<file path="src/dtp_defines.svh">
// register offsets, field positions, reset values and timing counts of the dual timer
`ifndef DTP_DEFINES_SVH
`define DTP_DEFINES_SVH

`define DTP_OFS_CTRL0 6'h00
`define DTP_OFS_CTRL1 6'h04
`define DTP_OFS_CSEL0 6'h08
`define DTP_OFS_CSEL1 6'h0C
`define DTP_OFS_CMP0 6'h10
`define DTP_OFS_CMP1 6'h14
`define DTP_OFS_CNT0 6'h18
`define DTP_OFS_CNT1 6'h1C

`define DTP_BIT_RUN 7
`define DTP_BIT_PWM 6
`define DTP_BIT_CASC 4
`define DTP_BIT_OSET 3
`define DTP_BIT_ORST 2
`define DTP_BIT_LVL 1
`define DTP_BIT_OE 0

`define DTP_CTRL0_MASK 8'hC3
`define DTP_CTRL1_MASK 8'hD3
`define DTP_CTRL_RST 8'h00
`define DTP_CSEL_RST 3'h0
`define DTP_CMP_RST 8'h00
`define DTP_CNT_LAST 8'hFF
`define DTP_CNT_STAGE 8'hFE
`define DTP_PRESC_W 7

`endif

</file>
<file path="src/dtp_pkg.sv">
// types shared by the dual timer
`default_nettype none
package dtp_pkg;
   typedef logic [7:0] dtp_byte_type;
   typedef enum logic [1:0] {
      DTP_MODE_INTERVAL,
      DTP_MODE_PWM,
      DTP_MODE_CASCADE
   } dtp_mode_type;
endpackage
`default_nettype wire

</file>
<file path="src/dtp_timer.sv">
// dual 8-bit timer with pwm and 16-bit cascade, avalon-mm register slave
//
// Function
// RULE_01 - software spaces compare writes three count clocks
// RULE_02 - software sets pwm, level, enable while stopped
// RULE_03 - pwm output inactive until first overflow
// RULE_04 - overflow drives pwm output to active level
// RULE_05 - compare match returns pwm output inactive
// RULE_06 - clearing run makes pwm output inactive
// RULE_07 - period 256 clocks, active width N
// RULE_08 - write before FFH edge reloads next overflow
// RULE_09 - write after FFH edge reloads second overflow
// RULE_10 - pending compare reads new, compares old
// RULE_11 - software sets cascade bit, clear-on-match, stopped
// RULE_12 - cascade counter uses channel 0 clock only
// RULE_13 - cascade compare is high and low bytes
// RULE_14 - cascade match raises irq, clears counter
// RULE_15 - software starts high first, stops low first
// RULE_16 - software keeps channel 1 output bits zero
// RULE_17 - event code 00H falling, 01H rising
// RULE_18 - cascade match toggles output flip-flop
// RULE_19 - first match may slip one count clock
// RULE_20 - software keeps cascade compare during counting
// RULE_21 - output disabled holds pin low
// RULE_22 - output set and reset bits read zero
// RULE_23 - pwm counter wraps FFH to 00H
//
// The address map and the Avalon-MM interface to the registers were decided locally.
`timescale 1ns/1ps
`default_nettype none
`include "dtp_defines.svh"

module dtp_timer (
   input wire logic clk_sys_i,
   input wire logic sys_rst_i,
   input wire logic [5:0] avs_address_i,
   input wire logic avs_read_i,
   input wire logic avs_write_i,
   input wire logic [31:0] avs_writedata_i,
   input wire logic [3:0] avs_byteenable_i,
   output logic [31:0] avs_readdata_o,
   output logic avs_waitrequest_o,
   input wire logic [1:0] event_in_pin_i,
   output logic [1:0] timer_out_pin_o,
   output logic [1:0] match_irq_o
);

   // prescaled tick: code k >= 2 divides the system clock by 2^(k-1)
   function automatic logic sel_tick(input logic [2:0] code,
                                     input logic [`DTP_PRESC_W-1:0] pre,
                                     input logic rise,
                                     input logic fall);
      logic [`DTP_PRESC_W-1:0] mask;
      mask = 7'((8'h01 << (code - 3'h1)) - 8'h01);
      case (code)
         3'h0: sel_tick = fall;
         3'h1: sel_tick = rise;
         default: sel_tick = &(pre | ~mask);
      endcase
   endfunction

   dtp_pkg::dtp_byte_type ctrl_ff [2];
   dtp_pkg::dtp_byte_type cmp_ff [2];
   dtp_pkg::dtp_byte_type cnt_ff [2];
   dtp_pkg::dtp_byte_type act_ff [2];
   dtp_pkg::dtp_byte_type stage_ff [2];
   dtp_pkg::dtp_byte_type nxt_cnt [2];
   dtp_pkg::dtp_byte_type nxt_act [2];
   dtp_pkg::dtp_byte_type nxt_stage [2];
   logic [2:0] csel_ff [2];
   logic [1:0] tff_ff, nxt_tff;
   logic [1:0] pon_ff, nxt_pon;
   logic [1:0] pin_ff, nxt_pin;
   logic [1:0] irq_ff, nxt_irq;
   logic [1:0] sync1_ff, sync2_ff, sync3_ff;
   logic [`DTP_PRESC_W-1:0] presc_ff;
   logic waitreq_ff;
   logic [31:0] rdata_ff;
   logic [15:0] cnt16, cmp16, cnt16_inc;

   // bus decode: answer one cycle after the request is seen
   wire req_w = avs_read_i | avs_write_i;
   wire do_wr = avs_write_i & ~waitreq_ff & avs_byteenable_i[0];
   wire wr_ctrl0 = do_wr & (avs_address_i == `DTP_OFS_CTRL0);
   wire wr_ctrl1 = do_wr & (avs_address_i == `DTP_OFS_CTRL1);
   wire wr_csel0 = do_wr & (avs_address_i == `DTP_OFS_CSEL0);
   wire wr_csel1 = do_wr & (avs_address_i == `DTP_OFS_CSEL1);
   wire wr_cmp0 = do_wr & (avs_address_i == `DTP_OFS_CMP0);
   wire wr_cmp1 = do_wr & (avs_address_i == `DTP_OFS_CMP1);
   wire [1:0] wr_ctrl = {wr_ctrl1, wr_ctrl0};
   wire [7:0] wbyte = avs_writedata_i[7:0];

   // set/reset bits are never stored, so they read back zero [RULE_22]
   wire [7:0] rd_byte =
      (avs_address_i == `DTP_OFS_CTRL0) ? ctrl_ff[0] :
      (avs_address_i == `DTP_OFS_CTRL1) ? ctrl_ff[1] :
      (avs_address_i == `DTP_OFS_CSEL0) ? {5'h00, csel_ff[0]} :
      (avs_address_i == `DTP_OFS_CSEL1) ? {5'h00, csel_ff[1]} :
      (avs_address_i == `DTP_OFS_CMP0) ? cmp_ff[0] :
      (avs_address_i == `DTP_OFS_CMP1) ? cmp_ff[1] :
      (avs_address_i == `DTP_OFS_CNT0) ? cnt_ff[0] :
      (avs_address_i == `DTP_OFS_CNT1) ? cnt_ff[1] : 8'h00;

   // event edges come from the second and third stages only
   wire [1:0] ev_rise = sync2_ff & ~sync3_ff;
   wire [1:0] ev_fall = ~sync2_ff & sync3_ff;
   // the prescaler runs free, so the first tick after start may land anywhere [RULE_19]
   wire [1:0] src_tick = {sel_tick(csel_ff[1], presc_ff, ev_rise[1], ev_fall[1]),
                          sel_tick(csel_ff[0], presc_ff, ev_rise[0], ev_fall[0])}; // [RULE_17]
   wire casc = ctrl_ff[1][`DTP_BIT_CASC];
   // in cascade both bytes follow the channel 0 selector [RULE_12]
   wire [1:0] tick = casc ? {src_tick[0], src_tick[0]} : src_tick;
   wire [1:0] run = {ctrl_ff[1][`DTP_BIT_RUN], ctrl_ff[0][`DTP_BIT_RUN]};
   wire [1:0] pwm = {ctrl_ff[1][`DTP_BIT_PWM], ctrl_ff[0][`DTP_BIT_PWM]};
   wire [1:0] lvl = {ctrl_ff[1][`DTP_BIT_LVL], ctrl_ff[0][`DTP_BIT_LVL]};
   wire [1:0] oe = {ctrl_ff[1][`DTP_BIT_OE], ctrl_ff[0][`DTP_BIT_OE]};
   wire casc_run = run[0] & run[1];

   dtp_pkg::dtp_mode_type mode_w [2];
   assign mode_w[0] = casc ? dtp_pkg::DTP_MODE_CASCADE :
                      (pwm[0] ? dtp_pkg::DTP_MODE_PWM : dtp_pkg::DTP_MODE_INTERVAL);
   assign mode_w[1] = casc ? dtp_pkg::DTP_MODE_CASCADE :
                      (pwm[1] ? dtp_pkg::DTP_MODE_PWM : dtp_pkg::DTP_MODE_INTERVAL);

   assign cnt16 = {cnt_ff[1], cnt_ff[0]};
   assign cmp16 = {cmp_ff[1], cmp_ff[0]}; // [RULE_13]
   assign cnt16_inc = cnt16 + 16'h0001;

   always_comb begin
      for (int i = 0; i < 2; i++) begin
         nxt_cnt[i] = cnt_ff[i];
         nxt_act[i] = act_ff[i];
         nxt_stage[i] = stage_ff[i];
         nxt_tff[i] = tff_ff[i];
         nxt_pon[i] = pon_ff[i];
         nxt_irq[i] = 1'b0;
         case (mode_w[i])
            dtp_pkg::DTP_MODE_PWM: begin
               if (!run[i]) begin
                  nxt_cnt[i] = 8'h00;
                  nxt_pon[i] = 1'b0; // [RULE_03] [RULE_06]
               end else if (tick[i]) begin
                  nxt_cnt[i] = cnt_ff[i] + 8'h01; // [RULE_23] [RULE_07]
                  if (cnt_ff[i] == `DTP_CNT_STAGE) begin
                     nxt_stage[i] = cmp_ff[i]; // [RULE_08] [RULE_09]
                  end
                  if (cnt_ff[i] == `DTP_CNT_LAST) begin
                     nxt_act[i] = stage_ff[i]; // [RULE_10]
                     nxt_pon[i] = (stage_ff[i] != 8'h00); // [RULE_04]
                  end else if (cnt_ff[i] + 8'h01 == act_ff[i]) begin
                     nxt_pon[i] = 1'b0; // [RULE_05]
                  end
               end
            end
            dtp_pkg::DTP_MODE_INTERVAL: begin
               nxt_pon[i] = 1'b0;
               if (!run[i]) begin
                  nxt_cnt[i] = 8'h00;
               end else if (tick[i]) begin
                  if (cnt_ff[i] == cmp_ff[i]) begin
                     nxt_cnt[i] = 8'h00;
                     nxt_irq[i] = 1'b1;
                     if (lvl[i]) begin
                        nxt_tff[i] = ~tff_ff[i];
                     end
                  end else begin
                     nxt_cnt[i] = cnt_ff[i] + 8'h01;
                  end
               end
            end
            default: begin
               nxt_pon[i] = 1'b0;
            end
         endcase
         // set/reset only act outside pwm; a write wins over a same-cycle toggle
         if (wr_ctrl[i] && !wbyte[`DTP_BIT_PWM]) begin
            if (wbyte[`DTP_BIT_OSET]) begin
               nxt_tff[i] = 1'b1;
            end else if (wbyte[`DTP_BIT_ORST]) begin
               nxt_tff[i] = 1'b0;
            end
         end
      end
      if (casc) begin
         if (!casc_run) begin
            nxt_cnt[0] = 8'h00;
            nxt_cnt[1] = 8'h00;
         end else if (tick[0]) begin
            if (cnt16 == cmp16) begin
               nxt_cnt[0] = 8'h00; // [RULE_14]
               nxt_cnt[1] = 8'h00;
               nxt_irq[0] = 1'b1;
               if (lvl[0] && !(wr_ctrl0 && (wbyte[`DTP_BIT_OSET] || wbyte[`DTP_BIT_ORST]))) begin
                  nxt_tff[0] = ~tff_ff[0]; // [RULE_18]
               end
            end else begin
               nxt_cnt[0] = cnt16_inc[7:0];
               nxt_cnt[1] = cnt16_inc[15:8];
            end
         end
      end
      for (int i = 0; i < 2; i++) begin
         // pin is low whenever output is disabled [RULE_21]
         nxt_pin[i] = oe[i] & (pwm[i] & !casc ? (nxt_pon[i] ^ lvl[i]) : nxt_tff[i]);
      end
   end

   always_ff @(posedge clk_sys_i or posedge sys_rst_i) begin
      if (sys_rst_i) begin
         waitreq_ff <= 1'b1;
         rdata_ff <= 32'h0000_0000;
      end else begin
         waitreq_ff <= ~(req_w & waitreq_ff);
         if (avs_read_i && waitreq_ff) begin
            rdata_ff <= {24'h00_0000, rd_byte};
         end
      end
   end

   always_ff @(posedge clk_sys_i or posedge sys_rst_i) begin
      if (sys_rst_i) begin
         for (int i = 0; i < 2; i++) begin
            ctrl_ff[i] <= `DTP_CTRL_RST;
            csel_ff[i] <= `DTP_CSEL_RST;
            cmp_ff[i] <= `DTP_CMP_RST;
         end
      end else begin
         if (wr_ctrl0) ctrl_ff[0] <= wbyte & `DTP_CTRL0_MASK;
         if (wr_ctrl1) ctrl_ff[1] <= wbyte & `DTP_CTRL1_MASK;
         if (wr_csel0) csel_ff[0] <= wbyte[2:0];
         if (wr_csel1) csel_ff[1] <= wbyte[2:0];
         // new compare lands here at once; pwm comparison waits for reload, interval and cascade compare it at once [RULE_10]
         if (wr_cmp0) cmp_ff[0] <= wbyte;
         if (wr_cmp1) cmp_ff[1] <= wbyte;
      end
   end

   always_ff @(posedge clk_sys_i or posedge sys_rst_i) begin
      if (sys_rst_i) begin
         for (int i = 0; i < 2; i++) begin
            cnt_ff[i] <= 8'h00;
            act_ff[i] <= `DTP_CMP_RST;
            stage_ff[i] <= `DTP_CMP_RST;
         end
         tff_ff <= 2'b00;
         pon_ff <= 2'b00;
         pin_ff <= 2'b00;
         irq_ff <= 2'b00;
         sync1_ff <= 2'b00;
         sync2_ff <= 2'b00;
         sync3_ff <= 2'b00;
         presc_ff <= '0;
      end else begin
         cnt_ff <= nxt_cnt;
         act_ff <= nxt_act;
         stage_ff <= nxt_stage;
         tff_ff <= nxt_tff;
         pon_ff <= nxt_pon;
         pin_ff <= nxt_pin;
         irq_ff <= nxt_irq;
         sync1_ff <= event_in_pin_i;
         sync2_ff <= sync1_ff;
         sync3_ff <= sync2_ff;
         presc_ff <= presc_ff + 7'h01;
      end
   end

   assign avs_readdata_o = rdata_ff;
   assign avs_waitrequest_o = waitreq_ff;
   assign timer_out_pin_o = pin_ff;
   assign match_irq_o = irq_ff;
endmodule // dtp_timer
`default_nettype wire

</file>
<file path="config.mk">
export PLATFORM = sky130hd
export DESIGN_NAME = dtp_timer
export DESIGN_NICKNAME = d
export VERILOG_FILES = /design/src/dtp_pkg.sv /design/src/dtp_timer.sv
export VERILOG_INCLUDE_DIRS = /design/src
export SDC_FILE = /design/constraint.sdc
export NUM_CORES = 1
export LEC_CHECK = 0
export ABC_AREA = 1
export ABC_CLOCK_PERIOD_IN_PS = 4000
export BUFFER_PORTS_ARGS = -buffer_cell sky130_fd_sc_hd__buf_2
export CAP_MARGIN = 20
export CORE_ASPECT_RATIO = 1.75
export CORE_MARGIN = 2
export CORE_UTILIZATION = 42
export DETAILED_ROUTE_END_ITERATION = 12
export GPL_TIMING_DRIVEN = 1
export PLACE_DENSITY = 0.57
export SYNTH_ARGS = -nofsm -noshare
export SYNTH_HDL_FRONTEND = slang
export SYNTH_SLANG_ARGS = --single-unit
export TNS_END_PERCENT = 5
</file>
<file path="constraint.sdc">
create_clock -name clk_sys_i -period 4 [get_ports clk_sys_i]
set_input_delay 0.6 -clock clk_sys_i [delete_from_list [all_inputs] [get_ports clk_sys_i]]
set_output_delay 0.6 -clock clk_sys_i [all_outputs]
set_load 0.05 [all_outputs]
</file>
==> reports/qor.yml <==
hpwl_mm: 14.0
ir_drop_mv: 0.196
cts.sinks: 109
period_minus_slack_ns: 3.17
ff2ff_setup_slack_ns: 0.83
syn2layout_area_growth_pct: 8.63
outcome: "complete, no violations"
initial_core_util_pct: 42.4
antenna_found_initial: 0
fp.dieH_um: 168
wl_met3_um: 488
synth.cell_area_um2: 6470
powerDensity_nw_per_um2: 409
setup_viol: 0
layout-drive-gt1-share_pct: 10.8
vias: 5583
crit_arrival_ns: 3.41
drtPass1Iterations: 5
r2r_start: "csel_ff[2]"
synth-edff-count: 0
yosys.area.top_type_share_pct: 41.8
start_kind: "flop"
fin_nets: 924
tritoncts: "done"
cts_resized: 0
async_flop_share_pct: 100
grt_max_degree: 73
cts_setup_buffers: 0
drtIter0Drc: 336
cap_violations: 0
grt_pass1_wl_mm: 28.7
floorplan.die_area_um2: 16500
power.leakage_uw: 0.00353
dp_cells: 1044
root_buffer: "clkbuf_16"
cp-end-kind: "flop"
ys_warn_count: 0
fmax_ghz: 0.315
io_buffers: 33
final_max_slew_viol_count: 0
numCtsBuffers: 9
die_x_um: 97.8
synth_cell_type_count: 44
grt_overflow: 0
drt-met1-wl_mm: 7.08
cts_buffer_depth: 2
tightest_slew_ns: 0.604
route.met2.wl_mm: 9.78
ys_top_cells_by_count: "196 x nand2_1, 108 x dfrtp_1, 104 x inv_1, 87 x o21ai_0, 78 x nor2_1"
wirelength_mm: 18.1
syn_area_per_cell_um2: 7.68
critical_path_class: "reg2reg"
postCtsHoldBufs: 0
synthTopCellsByArea: "dfrtp_1 42%, nand2_1 11%, o21ai_0 6.7%"
track_usage_pct: 22.5
tns_ns: 0
hold_viol: 0
clk_pin_slew_worst_paths_ns: 0.08
slew_headroom_pct: 59.4
critPathRequiredTime_ns: 4.24
ys_seq_area_share_pct: 42.2
worstRegToRegCells: 18
antenna_left: 0
min_period_over_period_pct: 79.3
diodes: 0
rsz0062_at_grt: "false"
hold_path_class: "in2async"
synthCells: 842
pin_count: 85
wl_per_cell_um: 17.1
clkLatencyLatePin_ns: 0.35
viasPerCell: 5.27
cp_max_fo: 13
drc: 0
synth.most_common_cell: "nand2_1"
grt_pass1_vias: 5379
htree_levels: 3
routed.top_layer: "met4"
coreArea_um2: 15200
synth_largest_area_cell: "dfrtp_1"
place_congestion: 0.891
synth-main-ff-cell: "dfrtp_1"
final_cells: 1060
yosys_register_bits: 109
r2r-end: "act_ff[2]"
fp-row-count: 60
skew_ns: 0.0102
==> layer usage <==
| metal | GRT usage, % | up-vias |
|---|---|---|
| li1 | - | 2764 |
| met1 | 25.6 | 2646 |
| met2 | 41.4 | 132 |
| met3 | 2.12 | 41 |
| met4 | 11.2 | 0 |
| met5 | 0 | - |
==> critical path, stage by stage (launching register included) <==
cell	delay, ns
dfrtp_1	0.49
nor2_1	0.22
inv_1	0.06
nor2_1	0.12
inv_1	0.06
ha_1	0.23
inv_1	0.10
nand2_1	0.05
nand3_1	0.09
nand2_1	0.06
nand2_1	0.05
nand2_1	0.05
nor2_1	0.09
nand2_1	0.06
nand3_1	0.24
nand2_4	0.14
inv_2	0.24
nand4_2	0.32
mux2_2	0.39
==> cell usage in the layout (no fill, tap or decap), drive strengths merged, types with 2 or more instances in the layout <==
cell type	Yosys	final
nor4	5	5
mux2i	5	5
mux2	13	13
nand2	200	200
nand4	14	14
conb	1	24
o211ai	5	5
o21ai	89	89
nor3	9	9
a21oi	30	30
o31ai	2	2
inv	110	113
buf	39	37
or2	5	5
dfrtp	108	108
ha	7	7
xnor2	13	13
o22ai	21	21
nand3	47	47
o2111ai	7	7
clkbuf	5	10
nor2	80	80
clkinv	2	4
xor2	17	17
==> through the flow <==
step / hold slack, ns / area, um^2 / worst slack (ns) / utilization, % / power (uW)
global route: 0.335 / 7030 / 0.469 / 46.1 / 3030
floorplan: 0.331 / 6560 / 0.528 / - / 1770
global placement: 0.334 / 6700 / 0.878 / 44.0 / 1910
detailed placement: 0.338 / 6700 / 0.851 / 44.0 / 1920
finish: 0.280 / 7030 / 0.827 / 46.1 / 2880
CTS: 0.298 / 7030 / 0.835 / 46.1 / 2900
==> state kept, by name, summed over array words and instances (netlist names) <==
register / count
sync3_ff: 2
sync2_ff: 2
avs_readdata_o: 8
cmp16: 16
casc: 1
presc_ff: 7
csel_ff: 6
avs_waitrequest_o: 1
ctrl_ff: 8
sync1_ff: 2
act_ff: 16
tff_ff: 2
stage_ff: 16
pon_ff: 2
match_irq_o: 2
cnt16: 16
timer_out_pin_o: 2
==> where the power goes <==
part	internal (uW)	total [uW]	switching (uW)
combinational	200	620	419
sequential	1170	1280	112
clock	521	974	453
total	1890	2880	984
==> cell type report <==
| class | count | area, um^2 |
|---|---|---|
| multi-input cells | 600 | 3110 |
| fillers | 1618 | 8210 |
| well taps | 186 | 233 |
| inverters | 112 | 423 |
| repair buffers | 37 | 208 |
| flip-flops and latches | 109 | 2730 |
| clock buffers | 10 | 239 |
| clock inverters | 6 | 86.3 |
==> logic make-up (layout without fill, tap and decap cells) <==
logic type | count (synthesis) | after routing | synth area share [%]
AO/OA/AOI/OAI | 158 | 158 | 13.5
flip-flops | 109 | 109 | 42.2
other | 1 | 24 | 0.0580
multiplexers | 18 | 18 | 3.15
adder cells (fa/ha/maj) | 7 | 7 | 1.35
buffers and inverters | 156 | 165 | 11.1
XOR/XNOR | 30 | 30 | 4.06
AND/OR/NAND/NOR | 363 | 363 | 24.6
==> worst max-delay path by stage <==
stage | from | depth (start not counted) | end
after floorplan | sys_rst_i | 1 | act_ff[0]
after global placement | csel_ff[2] | 18 | act_ff[5]
after detailed placement | csel_ff[2] | 18 | act_ff[2]
after CTS | csel_ff[2] | 18 | act_ff[2]
after global routing | csel_ff[2] | 18 | act_ff[2]
final | csel_ff[2] | 18 | act_ff[2]
(Power assumes the default switching activity.)
